### src/rtl/sbl_params.svh
/*
  constants of the tile boot loader: timing, security word bits, image layout,
  otp geometry, programming port ids and tap instruction codes.
  assumes one 200 MHz clock feeding every process of the loader.
*/
`ifndef SBL_PARAMS_SVH
`define SBL_PARAMS_SVH
// clock and boot delay
`define SBL_CLK_PS 5000
`define SBL_BOOT_WAIT_NS 15000
`define SBL_BOOT_WAIT_CYC (((`SBL_BOOT_WAIT_NS * 1000) + `SBL_CLK_PS - 1) / `SBL_CLK_PS)
// security word bit positions
`define SBL_SEC_NO_JTAG 0
`define SBL_SEC_NO_LINK 1
`define SBL_SEC_OTP_BOOT 5
`define SBL_SEC_REDUND 7
`define SBL_SEC_LOCK_LO 8
`define SBL_SEC_MASTER_LOCK 12
`define SBL_SEC_NO_JTAG_OTP 13
`define SBL_SEC_NO_DEBUG 14
`define SBL_SEC_UID_LO 22
`define SBL_SEC_UID_HI 31
// image layout
`define SBL_MAGIC_NOCHECK 32'h0d15ab1e
`define SBL_CRC_POLY 32'hedb88320
`define SBL_CRC_PRESET 32'hffffffff
// otp geometry: four sectors of 512 rows
`define SBL_OTP_ROW_W 11
`define SBL_OTP_SECTOR_HI 10
`define SBL_OTP_SECTOR_LO 9
// programming port ids
`define SBL_PORT_OTP_ADDR 24'h100200
`define SBL_PORT_OTP_DATA 24'h200100
`define SBL_PORT_OTP_CTRL 24'h100300
// control port bits: go, target security word, from jtag
`define SBL_CTRL_GO 0
`define SBL_CTRL_SEC 1
`define SBL_CTRL_JTAG 2
// tap instructions
`define SBL_IR_JTAG_IDENTITY_WORD 4'h1
`define SBL_IR_USERCODE 4'h2
`define SBL_IR_OTP_READ 4'h3
`endif

### src/rtl/sbl_pkg.sv
/*
  types shared by the boot loader files.
  assumes sbl_params.svh is included where numbers are needed.
*/
package sbl_pkg;
  // loader sequence, one-hot
  typedef enum logic [6:0] {
    SBL_WAIT = 7'h01,
    SBL_SEC = 7'h02,
    SBL_SIZE = 7'h04,
    SBL_PROG = 7'h08,
    SBL_CHECK = 7'h10,
    SBL_RUN = 7'h20,
    SBL_FAIL = 7'h40
  } sbl_state_t;
endpackage

### src/rtl/sbl_loader.sv
/*
  tile boot loader: security word fetch, boot source choice, image parse with
  crc-32 check, ram copy and start, security gating of jtag, link, otp
  programming and the debug sync pin, plus a byte fifo in the image path.
  assumes an otp array answering reads with a valid pulse, a quad flash that
  presents one nibble per rising edge of its own clock and honours hold,
  and an outside pull-down cell driven by gpio_pulldown_ff.
*/
`timescale 1ns/1ps
`include "sbl_params.svh"

// byte fifo: flip-flop storage, full and empty straight from the fill level
module sbl_fifo #(
  parameter int WIDTH = 8,
  parameter int DEPTH = 8
) (
  input wire logic clk,
  input wire logic rst,
  input wire logic in_valid,
  output logic in_ready,
  input wire logic [WIDTH-1:0] in_data,
  output logic out_valid,
  input wire logic out_ready,
  output logic [WIDTH-1:0] out_data
);
  localparam int AW = $clog2(DEPTH);
  logic [WIDTH-1:0] mem_ff [DEPTH]; // storage
  logic [AW-1:0] wr_ff; // write index
  logic [AW-1:0] rd_ff; // read index
  logic [AW:0] cnt_ff; // fill level
  wire push = in_valid && in_ready;
  wire pop = out_valid && out_ready;
  assign in_ready = (cnt_ff != (AW+1)'(DEPTH)); // full only at DEPTH, needs the extra bit
  assign out_valid = (cnt_ff != '0);
  assign out_data = mem_ff[rd_ff];
  // pointers and level
  always_ff @(posedge clk) begin
    if (rst) begin
      wr_ff <= '0;
      rd_ff <= '0;
      cnt_ff <= '0;
    end else begin
      if (push) wr_ff <= (wr_ff == AW'(DEPTH - 1)) ? '0 : wr_ff + 1'b1;
      if (pop) rd_ff <= (rd_ff == AW'(DEPTH - 1)) ? '0 : rd_ff + 1'b1;
      cnt_ff <= cnt_ff + (AW+1)'(push) - (AW+1)'(pop);
    end
  end
  // data store, no reset needed
  always_ff @(posedge clk) begin
    if (push) mem_ff[wr_ff] <= in_data;
  end
endmodule

module sbl_loader #(
  parameter int RAM_AW = 18, // byte address width of tile ram
  parameter int FIFO_DEPTH = 8, // image byte buffer depth
  parameter logic [31:0] ID_WORD = 32'h0000_0abd, // arbitrary identity value
  parameter logic [21:0] REV_FIELD = 22'h00_0001 // arbitrary revision value
) (
  input wire logic clk,
  input wire logic rst,
  output logic gpio_pulldown_ff,
  output sbl_pkg::sbl_state_t state_ff,
  output logic cpu_start_ff,
  output logic ram_we_ff,
  output logic [RAM_AW-1:0] ram_addr_ff,
  output logic [7:0] ram_wdata_ff,
  output logic otp_rd_en_ff,
  output logic otp_rd_sec_ff,
  output logic [`SBL_OTP_ROW_W-1:0] otp_rd_addr_ff,
  input wire logic otp_rd_valid,
  input wire logic [31:0] otp_rd_data,
  output logic flash_req_ff,
  output logic flash_hold_ff,
  input wire logic flash_clk,
  input wire logic [3:0] flash_dq,
  input wire logic pgm_we,
  input wire logic [23:0] pgm_port_id,
  input wire logic [31:0] pgm_wdata,
  output logic otp_wr_en_ff,
  output logic otp_wr_sec_ff,
  output logic [`SBL_OTP_ROW_W-1:0] otp_wr_addr_ff,
  output logic [31:0] otp_wr_data_ff,
  output logic otp_pgm_err_ff,
  output logic otp_redund_ff,
  output logic jtag_block_ff,
  output logic link_block_ff,
  input wire logic [3:0] jtag_ir,
  output logic [31:0] jtag_dr_ff,
  input wire logic debug_out_mode,
  input wire logic breakpoint,
  input wire logic debug_in,
  output logic debug_out,
  output logic debug_oe_ff,
  output logic debug_req_ff
);
  import sbl_pkg::*;

  localparam logic [11:0] WAIT_CYC = 12'(`SBL_BOOT_WAIT_CYC);

  logic [31:0] sec_ff; // security word, loaded once after reset
  logic [11:0] wait_cnt_ff; // internal reset delay
  logic boot_otp_ff; // image comes from otp
  logic [31:0] acc_ff; // lsb-first word assembly
  logic [1:0] bidx_ff; // byte index within a word
  logic [31:0] words_ff; // program words still to copy
  logic [31:0] crc_ff; // running crc residue
  logic [31:0] fword_ff; // otp word being split into bytes
  logic [2:0] fbytes_ff; // bytes of fword_ff still to push
  logic [7:0] fbyte_ff; // flash byte waiting for the fifo
  logic fbyte_v_ff; // fbyte_ff holds a byte
  logic [3:0] flo_ff; // low nibble of flash byte
  logic fhalf_ff; // low nibble captured
  logic [2:0] fclk_s_ff; // flash clock synchroniser
  logic [3:0] fdq_s1_ff, fdq_s2_ff, fdq_s3_ff; // flash data synchroniser
  logic fclk_lvl_ff; // agreed flash clock level
  logic [2:0] dbg_s_ff; // debug input synchroniser
  logic [31:0] pa_ff, pd_ff, pc_ff; // programming port latches
  logic rd_wait_ff; // an otp read is in flight, only one at a time
  sbl_state_t nxt_state;

  // crc over one byte, reflected, lsb of data first
  function automatic logic [31:0] crc_byte(input logic [31:0] c, input logic [7:0] d);
    logic [31:0] r;
    r = c;
    for (int i = 0; i < 8; i++) begin
      r = (r >> 1) ^ (`SBL_CRC_POLY & {32{r[0] ^ d[i]}});
    end
    return r;
  endfunction

  // fifo hookup: source is the otp splitter or the flash assembler
  wire fifo_in_ready;
  wire fifo_out_valid;
  wire [7:0] fifo_out_data;
  wire loading = (state_ff == SBL_SIZE) || (state_ff == SBL_PROG) || (state_ff == SBL_CHECK);
  wire src_valid = boot_otp_ff ? (fbytes_ff != 3'h0) : fbyte_v_ff;
  wire [7:0] src_data = boot_otp_ff ? fword_ff[7:0] : fbyte_ff;
  wire push_ok = src_valid && fifo_in_ready && loading;
  wire take = fifo_out_valid && loading; // parser never stalls
  wire word_done = take && (bidx_ff == 2'h3);
  wire [31:0] word_now = {fifo_out_data, acc_ff[31:8]};
  wire [31:0] crc_now = crc_byte(crc_ff, fifo_out_data);
  wire crc_ok = (word_now == `SBL_MAGIC_NOCHECK) || (word_now == ~crc_ff);

  sbl_fifo #(.WIDTH(8), .DEPTH(FIFO_DEPTH)) u_fifo (
    .clk(clk),
    .rst(rst),
    .in_valid(src_valid && loading),
    .in_ready(fifo_in_ready),
    .in_data(src_data),
    .out_valid(fifo_out_valid),
    .out_ready(loading),
    .out_data(fifo_out_data)
  );

  // next state of the loader
  always_comb begin
    nxt_state = state_ff;
    unique case (state_ff)
      SBL_WAIT: if (wait_cnt_ff == WAIT_CYC - 12'h001) nxt_state = SBL_SEC;
      SBL_SEC: if (otp_rd_valid) nxt_state = SBL_SIZE;
      SBL_SIZE: if (word_done) nxt_state = (word_now == '0) ? SBL_CHECK : SBL_PROG;
      SBL_PROG: if (take && bidx_ff == 2'h3 && words_ff == 32'h1) nxt_state = SBL_CHECK;
      SBL_CHECK: if (word_done) nxt_state = crc_ok ? SBL_RUN : SBL_FAIL;
      SBL_RUN: nxt_state = SBL_RUN;
      SBL_FAIL: nxt_state = SBL_FAIL; // bad image parks the tile
      default: nxt_state = SBL_FAIL;
    endcase
  end

  // sequence, delay and pull-down
  always_ff @(posedge clk) begin
    if (rst) begin
      state_ff <= SBL_WAIT;
      wait_cnt_ff <= '0;
      gpio_pulldown_ff <= 1'b1;
      cpu_start_ff <= 1'b0;
    end else begin
      state_ff <= nxt_state;
      if (state_ff == SBL_WAIT) wait_cnt_ff <= wait_cnt_ff + 12'h001;
      gpio_pulldown_ff <= 1'b0; // pins belong to software after release
      cpu_start_ff <= (nxt_state == SBL_RUN);
    end
  end

  // security word fetch; later words only feed the image path
  always_ff @(posedge clk) begin
    if (rst) begin
      sec_ff <= '0;
      boot_otp_ff <= 1'b0;
      otp_rd_sec_ff <= 1'b0;
    end else if (state_ff == SBL_SEC && otp_rd_valid) begin
      sec_ff <= otp_rd_data;
      boot_otp_ff <= otp_rd_data[`SBL_SEC_OTP_BOOT];
      otp_rd_sec_ff <= 1'b0;
    end else begin
      otp_rd_sec_ff <= (state_ff == SBL_SEC);
    end
  end

  // next otp read: security word, or a new image row once the last one is split
  // a second read in flight would replay a row or feed the security word as image
  wire rd_issue = !otp_rd_en_ff && !rd_wait_ff
    && ((state_ff == SBL_SEC) || (loading && boot_otp_ff && fbytes_ff == 3'h0));

  // otp image reader: rows from address zero, split lsb first
  always_ff @(posedge clk) begin
    if (rst) begin
      otp_rd_en_ff <= 1'b0;
      rd_wait_ff <= 1'b0;
      otp_rd_addr_ff <= '0;
      fword_ff <= '0;
      fbytes_ff <= '0;
    end else begin
      otp_rd_en_ff <= rd_issue;
      if (otp_rd_en_ff) rd_wait_ff <= 1'b1; // request taken
      else if (otp_rd_valid) rd_wait_ff <= 1'b0; // answer back
      if (state_ff != SBL_SEC && otp_rd_valid && boot_otp_ff) begin
        fword_ff <= otp_rd_data;
        fbytes_ff <= 3'h4;
        otp_rd_addr_ff <= otp_rd_addr_ff + 1'b1; // wraps after 2048 rows
      end else if (push_ok && boot_otp_ff) begin
        fword_ff <= {8'h00, fword_ff[31:8]};
        fbytes_ff <= fbytes_ff - 3'h1;
      end
    end
  end

  // flash link synchronisers, three stages each
  always_ff @(posedge clk) begin
    if (rst) begin
      fclk_s_ff <= '0;
      fdq_s1_ff <= '0;
      fdq_s2_ff <= '0;
      fdq_s3_ff <= '0;
      dbg_s_ff <= 3'h7;
    end else begin
      fclk_s_ff <= {fclk_s_ff[1:0], flash_clk};
      fdq_s1_ff <= flash_dq;
      fdq_s2_ff <= fdq_s1_ff;
      fdq_s3_ff <= fdq_s2_ff;
      dbg_s_ff <= {dbg_s_ff[1:0], debug_in};
    end
  end

  // flash edge: agreed level goes low to high
  wire fclk_agree = (fclk_s_ff[1] == fclk_s_ff[2]);
  wire fclk_rise = fclk_agree && fclk_s_ff[2] && !fclk_lvl_ff;

  // flash byte assembly, low nibble first; hold stalls the flash
  always_ff @(posedge clk) begin
    if (rst) begin
      fclk_lvl_ff <= 1'b0;
      fhalf_ff <= 1'b0;
      flo_ff <= '0;
      fbyte_ff <= '0;
      fbyte_v_ff <= 1'b0;
      flash_req_ff <= 1'b0;
      flash_hold_ff <= 1'b0;
    end else begin
      if (fclk_agree) fclk_lvl_ff <= fclk_s_ff[2];
      flash_req_ff <= loading && !boot_otp_ff;
      flash_hold_ff <= fbyte_v_ff || !fifo_in_ready;
      if (push_ok && !boot_otp_ff) fbyte_v_ff <= 1'b0;
      if (fclk_rise && flash_req_ff) begin
        fhalf_ff <= !fhalf_ff;
        if (!fhalf_ff) begin
          flo_ff <= fdq_s3_ff;
        end else begin
          fbyte_ff <= {fdq_s3_ff, flo_ff};
          fbyte_v_ff <= 1'b1;
        end
      end
    end
  end

  // image parser, crc and ram copy
  always_ff @(posedge clk) begin
    if (rst) begin
      acc_ff <= '0;
      bidx_ff <= '0;
      words_ff <= '0;
      crc_ff <= `SBL_CRC_PRESET;
      ram_we_ff <= 1'b0;
      ram_addr_ff <= '0;
      ram_wdata_ff <= '0;
    end else begin
      ram_we_ff <= take && (state_ff == SBL_PROG);
      if (ram_we_ff) ram_addr_ff <= ram_addr_ff + 1'b1;
      if (take) begin
        acc_ff <= word_now;
        bidx_ff <= bidx_ff + 2'h1;
        ram_wdata_ff <= fifo_out_data;
        if (state_ff != SBL_CHECK) crc_ff <= crc_now;
        if (state_ff == SBL_SIZE && bidx_ff == 2'h3) words_ff <= word_now;
        if (state_ff == SBL_PROG && bidx_ff == 2'h3) words_ff <= words_ff - 32'h1;
      end
    end
  end

  // security gates held as flops
  always_ff @(posedge clk) begin
    if (rst) begin
      jtag_block_ff <= 1'b0;
      link_block_ff <= 1'b0;
      otp_redund_ff <= 1'b0;
    end else begin
      jtag_block_ff <= sec_ff[`SBL_SEC_NO_JTAG];
      link_block_ff <= sec_ff[`SBL_SEC_NO_LINK];
      otp_redund_ff <= sec_ff[`SBL_SEC_REDUND];
    end
  end

  // programming ports: address, data, then control go
  wire pgm_go = pgm_we && (pgm_port_id == `SBL_PORT_OTP_CTRL) && pgm_wdata[`SBL_CTRL_GO];
  wire [1:0] pgm_sector = pa_ff[`SBL_OTP_SECTOR_HI:`SBL_OTP_SECTOR_LO];
  wire sect_lock = sec_ff[`SBL_SEC_LOCK_LO + 32'(pgm_sector)];
  wire pgm_to_sec = pgm_wdata[`SBL_CTRL_SEC];
  wire pgm_deny = sec_ff[`SBL_SEC_MASTER_LOCK]
    || (!pgm_to_sec && sect_lock)
    || (pgm_wdata[`SBL_CTRL_JTAG] && sec_ff[`SBL_SEC_NO_JTAG_OTP]);

  always_ff @(posedge clk) begin
    if (rst) begin
      pa_ff <= '0;
      pd_ff <= '0;
      pc_ff <= '0;
      otp_wr_en_ff <= 1'b0;
      otp_wr_sec_ff <= 1'b0;
      otp_wr_addr_ff <= '0;
      otp_wr_data_ff <= '0;
      otp_pgm_err_ff <= 1'b0;
    end else begin
      if (pgm_we && pgm_port_id == `SBL_PORT_OTP_ADDR) pa_ff <= {16'h0000, pgm_wdata[15:0]};
      if (pgm_we && pgm_port_id == `SBL_PORT_OTP_DATA) pd_ff <= pgm_wdata;
      if (pgm_we && pgm_port_id == `SBL_PORT_OTP_CTRL) pc_ff <= {16'h0000, pgm_wdata[15:0]};
      otp_wr_en_ff <= pgm_go && !pgm_deny;
      otp_pgm_err_ff <= pgm_go && pgm_deny;
      if (pgm_go) begin
        otp_wr_sec_ff <= pgm_to_sec;
        otp_wr_addr_ff <= pa_ff[`SBL_OTP_ROW_W-1:0];
        otp_wr_data_ff <= pd_ff;
      end
    end
  end

  // tap data register: 32 bits picked by the 4-bit instruction
  wire [31:0] user_word = {sec_ff[`SBL_SEC_UID_HI:`SBL_SEC_UID_LO], REV_FIELD};
  wire otp_peek_ok = !sec_ff[`SBL_SEC_NO_JTAG_OTP] && !sec_ff[`SBL_SEC_NO_JTAG];
  always_ff @(posedge clk) begin
    if (rst) begin
      jtag_dr_ff <= '0;
    end else begin
      unique case (jtag_ir)
        `SBL_IR_JTAG_IDENTITY_WORD: jtag_dr_ff <= ID_WORD;
        `SBL_IR_USERCODE: jtag_dr_ff <= user_word;
        `SBL_IR_OTP_READ: jtag_dr_ff <= otp_peek_ok ? pd_ff : '0;
        default: jtag_dr_ff <= '0;
      endcase
    end
  end

  // debug sync pin: open-drain low on break, low input requests debug
  assign debug_out = 1'b0; // only ever pulls low
  always_ff @(posedge clk) begin
    if (rst) begin
      debug_oe_ff <= 1'b0;
      debug_req_ff <= 1'b0;
    end else begin
      debug_oe_ff <= !sec_ff[`SBL_SEC_NO_DEBUG] && debug_out_mode && breakpoint;
      if (dbg_s_ff[1] == dbg_s_ff[2]) begin
        debug_req_ff <= !sec_ff[`SBL_SEC_NO_DEBUG] && !debug_out_mode && !dbg_s_ff[2];
      end
    end
  end

  // checks
  property p_pulldown;
    @(posedge clk) gpio_pulldown_ff |-> $past(rst);
  endproperty
  a_pulldown: assert property (p_pulldown) else $error("pull-down left on after reset");

  property p_boot_wait;
    @(posedge clk) disable iff (rst)
      (state_ff == SBL_WAIT) && $past(state_ff) == SBL_WAIT |-> wait_cnt_ff <= WAIT_CYC;
  endproperty
  a_boot_wait: assert property (p_boot_wait) else $error("boot delay overran");

  property p_sec_boot;
    @(posedge clk) disable iff (rst)
      (state_ff == SBL_SEC) && otp_rd_valid
        |=> boot_otp_ff == $past(otp_rd_data[`SBL_SEC_OTP_BOOT]);
  endproperty
  a_sec_boot: assert property (p_sec_boot) else $error("boot source not from bit 5");

  property p_magic;
    @(posedge clk) disable iff (rst)
      (state_ff == SBL_CHECK) && word_done && word_now == `SBL_MAGIC_NOCHECK
        |=> state_ff == SBL_RUN;
  endproperty
  a_magic: assert property (p_magic) else $error("magic word did not skip check");

  property p_bad_crc;
    @(posedge clk) disable iff (rst)
      (state_ff == SBL_CHECK) && word_done && !crc_ok |=> state_ff == SBL_FAIL ##1 !cpu_start_ff;
  endproperty
  a_bad_crc: assert property (p_bad_crc) else $error("bad image was started");

  property p_ram_zero;
    @(posedge clk) disable iff (rst)
      $rose(state_ff == SBL_PROG) |-> ram_addr_ff == '0 ##1 ram_addr_ff == '0;
  endproperty
  a_ram_zero: assert property (p_ram_zero) else $error("copy not from address zero");

  property p_master_lock;
    @(posedge clk) disable iff (rst)
      otp_wr_en_ff |-> !$past(sec_ff[`SBL_SEC_MASTER_LOCK])
        && !$past(sect_lock && !pgm_to_sec);
  endproperty
  a_master_lock: assert property (p_master_lock) else $error("locked otp was programmed");

  property p_debug_off;
    @(posedge clk) disable iff (rst) $past(sec_ff[`SBL_SEC_NO_DEBUG]) |-> !debug_oe_ff;
  endproperty
  a_debug_off: assert property (p_debug_off) else $error("debug pin driven while disabled");
endmodule

### config.mk
export PLATFORM = sky130hd
export DESIGN_NAME = sbl_loader
export DESIGN_NICKNAME = d
export VERILOG_FILES = /design/src/rtl/sbl_pkg.sv /design/src/rtl/sbl_loader.sv
export VERILOG_INCLUDE_DIRS = /design/src /design/src/rtl
export SDC_FILE = /design/constraint.sdc
export NUM_CORES = 1
export LEC_CHECK = 0
export BUFFER_PORTS_ARGS = -buffer_cell sky130_fd_sc_hd__buf_2
export CAP_MARGIN = 20
export CORE_ASPECT_RATIO = 0.6
export CORE_MARGIN = 2
export CORE_UTILIZATION = 45
export DETAILED_ROUTE_END_ITERATION = 10
export PLACE_DENSITY = 0.72
export SLEW_MARGIN = 20
export SYNTH_ARGS = -nofsm -noshare
export SYNTH_HDL_FRONTEND = slang
export SYNTH_SLANG_ARGS = --single-unit
### constraint.sdc
create_clock -name clk -period 2.8 [get_ports clk]
set_clock_uncertainty 0.05 [all_clocks]
set_input_delay 0.84 -clock clk [delete_from_list [all_inputs] [get_ports clk]]
set_output_delay 0.84 -clock clk [all_outputs]
set_load 0.02 [all_outputs]
==> summary.txt <==
Placement
  – Final HPWL DP: 35500 um
  – RD Place Congestion: 0.901
  – Post-Place Setup Slack: -33.7 ps
  – Placed Cells: 2703
  – I/O Buffers: 237

GRT
  – Initial antenna violation count: 5
  – Largest net degree at the start of global routing: 115
  – GRT Total Usage: 0.228
  – First-pass GRT wire length: 78300 um
  – Vias in the first global route: 14400
  – Global route overflow: 0

Routing
  – WL/cell: 17.8 um
  – 1st-pass router iterations: 6
  – Via/cell ratio: 5.44
  – Final Routed Wirelength: 49900 um
  – Vias: 15200
  – DRC violations left: 0
  – DRT iter0 DRCs: 1522
  – ANT nets after route: 0

Setup path
  – CP required: 3170 ps
  – Slowest CP cell: mux4_2
  – FF-to-FF path depth: 10
  – CP Depth: 10
  – Startpoint types: flop
  – Critical setup path kind: flop to flop
  – CP Max Fanout: 6
  – WP buf/inv: 3
  – Crit path max-delay family: XOR/XNOR gates
  – CP endpoint kind: flop
  – Worst path max stage delay: 530 ps
  – Cell Chain, Critical Path: buf_12, mux4_2, mux2i_4, buf_12, xor2_4, xor2_4, buf_4, xnor2_1, xnor2_1, o211ai_1
  – Crit path arrival time: 3120 ps

Yosys
  – Seq/Total Area, Yosys: 0.513
  – Mapped Cells: 1959
  – Post-synth EDFFs: 64
  – Post-synth ARST share: 0
  – FF+latch count, synth: 438
  – Syn avg cell area: 9.37 sq um
  – Warnings, synthesis: 0
  – Distinct cells, synth: 71
  – Syn nets: 2083
  – Mapped cell area: 18400 sq um
  – Most used flip-flop cell after synthesis: dfxtp_1

Floorplanning
  – Die ar.: 42500 sq um
  – Row Count: 57
  – Starting Density: 0.455
  – Die Ht: 160 um
  – I/O Pins: 239
  – Die width: 265 um
  – Placeable Area: 40400 sq um

STA
  – Min cycle time layout: 2750 ps
  – Worst-Margin Slew: 875 ps
  – Hold Violations, Final: 0
  – Fmax: 0.363 GHz
  – Part of the cycle the worst path needs: 0.984
  – Final-report max-slew violation count: 0
  – Slew headroom: 0.413
  – Setup ws final: 45.5 ps
  – Setup Viol. Count Final: 0
  – WHS: 355 ps
  – RSZ-0062 raised after global routing: yes

Pwr
  – Sw Share: 0.218
  – Int Pwr: 0.00971 W
  – Pwr/cell area: 556 nW/um^2
  – Leakage: 8.70 nW
  – Total net switching power: 0.00271 W
  – Final Total Pwr: 0.0124 W
  – Part of the power in registers: 0.515
  – Combinational power share: 0.024
  – Clock share of power: 0.461
  – Peak supply drop: 0.000364 V

Cells and area
  – Share of layout cells above drive strength 1: 0.218
  – Final core occ: 0.554
  – Layout Nets: 2356
  – Final Non-Filler Cells: 2795
  – Area Overhead vs Synth: 21.8%

CTS
  – Htree depth: 2
  – CTS tree: done
  – Worst-skew pair later-pin latency: 560 ps
  – CTS Sinks: 438
  – CTS Buf Count: 41
  – Clock root buffer: clkbuf_16
  – Clock Path Buffers: 3
  – Worst-path clk slew: 70 ps

Worst hold path
  – Min-Delay Path Class: flop to flop
  – Hold depth: 1

Outcome
  – Outcome: finished clean

Flow run
  – Max Cap Viol: 0
-- registers in the layout, summed over array words and instances (netlist names), 12 cells and up, named ones only --
register	cells
sec_ff	21
words_ff	32
jtag_dr_ff	32
crc_ff	32
fword_ff	32
wait_cnt_ff	12
acc_ff	16
otp_wr_data_ff	32
u_fifo.mem_ff	64
ram_addr_ff	18
pd_ff	32
-- worst paths after layout --
kind	start	endpoint	slack [ps]
worst max register to register	flop	crc_ff[24]	50
worst min register to register	dbg_s_ff[0]	dbg_s_ff[1]	350
worst min-delay path	dbg_s_ff[0]	dbg_s_ff[1]	350
worst max-delay path	flop	crc_ff[24]	50
-- stage by stage --
stage	TNS (ps)	instance area, sq um
2_1_floorplan	0	18400
3_3_place_gp	0	20700
3_5_place_dp	-680	20700
4_1_cts	0	22100
5_1_grt	-161	22400
6_report	0	22400
-- per-layer routing --
metal / routed length [um] / part of all wire / GRT usage
met2: 22000 / 0.44 / 0.348
met1: 22500 / 0.45 / 0.324
met5: 27 / 0.00054 / 0
met3: 3680 / 0.074 / 0.0428
met4: 1630 / 0.033 / 0.0827
-- synth_stat cells, types with 24 or more instances --
cell type	instances	area [sq um]
nor2_1	147	552
xnor2_1	55	482
nor3_1	40	200
clkbuf_1	98	368
dfxtp_1	374	7490
o211ai_1	25	188
nand2_1	384	1440
mux2i_1	34	340
a211oi_1	40	300
inv_1	24	90.1
a21oi_1	203	1020
nor4_1	29	181
o21ai_0	53	265
xor2_1	65	569
edfxtp_1	64	1920
nand3_1	45	225
nand4_1	30	188
-- cell type report --
class                           count  area [sq um]
Multi-Input combinational cell   1375          8480
Fill cell                        3542         18000
Timing Repair Buffer              351          2310
Tap cell                          531           664
Antenna cell                        2          5.00
Clock buffer                       57          1240
Clock inverter                     16           140
Sequential cell                   438          9410
Inverter                           25          93.8
-- cell families (layout without fill, tap and decap cells) --
kind of cell,count (synthesis),after routing,share of synthesized area
flip-flops,438,438,0.513
adder cells (fa/ha/maj),20,20,0.0140
other,1,3,0.000204
AND/OR/NAND/NOR,778,778,0.191
XOR/XNOR,138,138,0.0783
buffers and inverters,146,449,0.0335
multiplexers,66,66,0.0519
AO/OA/AOI/OAI,372,372,0.118
-- cell usage in the layout (no fill, tap or decap), types with 17 or more instances in the layout --
master / instances
a211oi_1: 40
a21oi_1: 203
a22oi_1: 18
buf_12: 19
buf_2: 236
buf_4: 92
clkbuf_16: 46
dfxtp_1: 373
edfxtp_1: 64
ha_1: 19
inv_1: 24
mux2i_1: 34
mux4_2: 17
nand2_1: 384
nand3_1: 44
nand4_1: 30
nor2_1: 147
nor2b_1: 21
nor3_1: 37
nor4_1: 28
o211ai_1: 25
o21ai_0: 53
xnor2_1: 54
xor2_1: 63
-- worst register-to-register path: cells and delay by family (launching register included) --
family,cells,cell delay [ps]
XOR/XNOR,4,870
flip-flops,1,390
AO/OA/AOI/OAI,1,110
multiplexers,2,730
buffers and inverters,3,470
-- power by group through the flow --
stage,clock network [W],logic (W),registers [W]
finish,0.00572,0.000300,0.00640
global route,0.00612,0.000325,0.00640
CTS,0.00583,0.000299,0.00640
detailed placement,0,0.000298,0.00654
global placement,0,0.000292,0.00654
floorplan,0,0.000134,0.00654
-- what timing repair did --
item | CTS | global route
hold buffers | 0 | 0
setup buffers | 0 | 16
setup endpoints to repair | 4 | 35
pin swaps | 2 | 8
gates cloned | 0 | 1
gates resized for setup | 4 | 11
(Power assumes the default switching activity.)
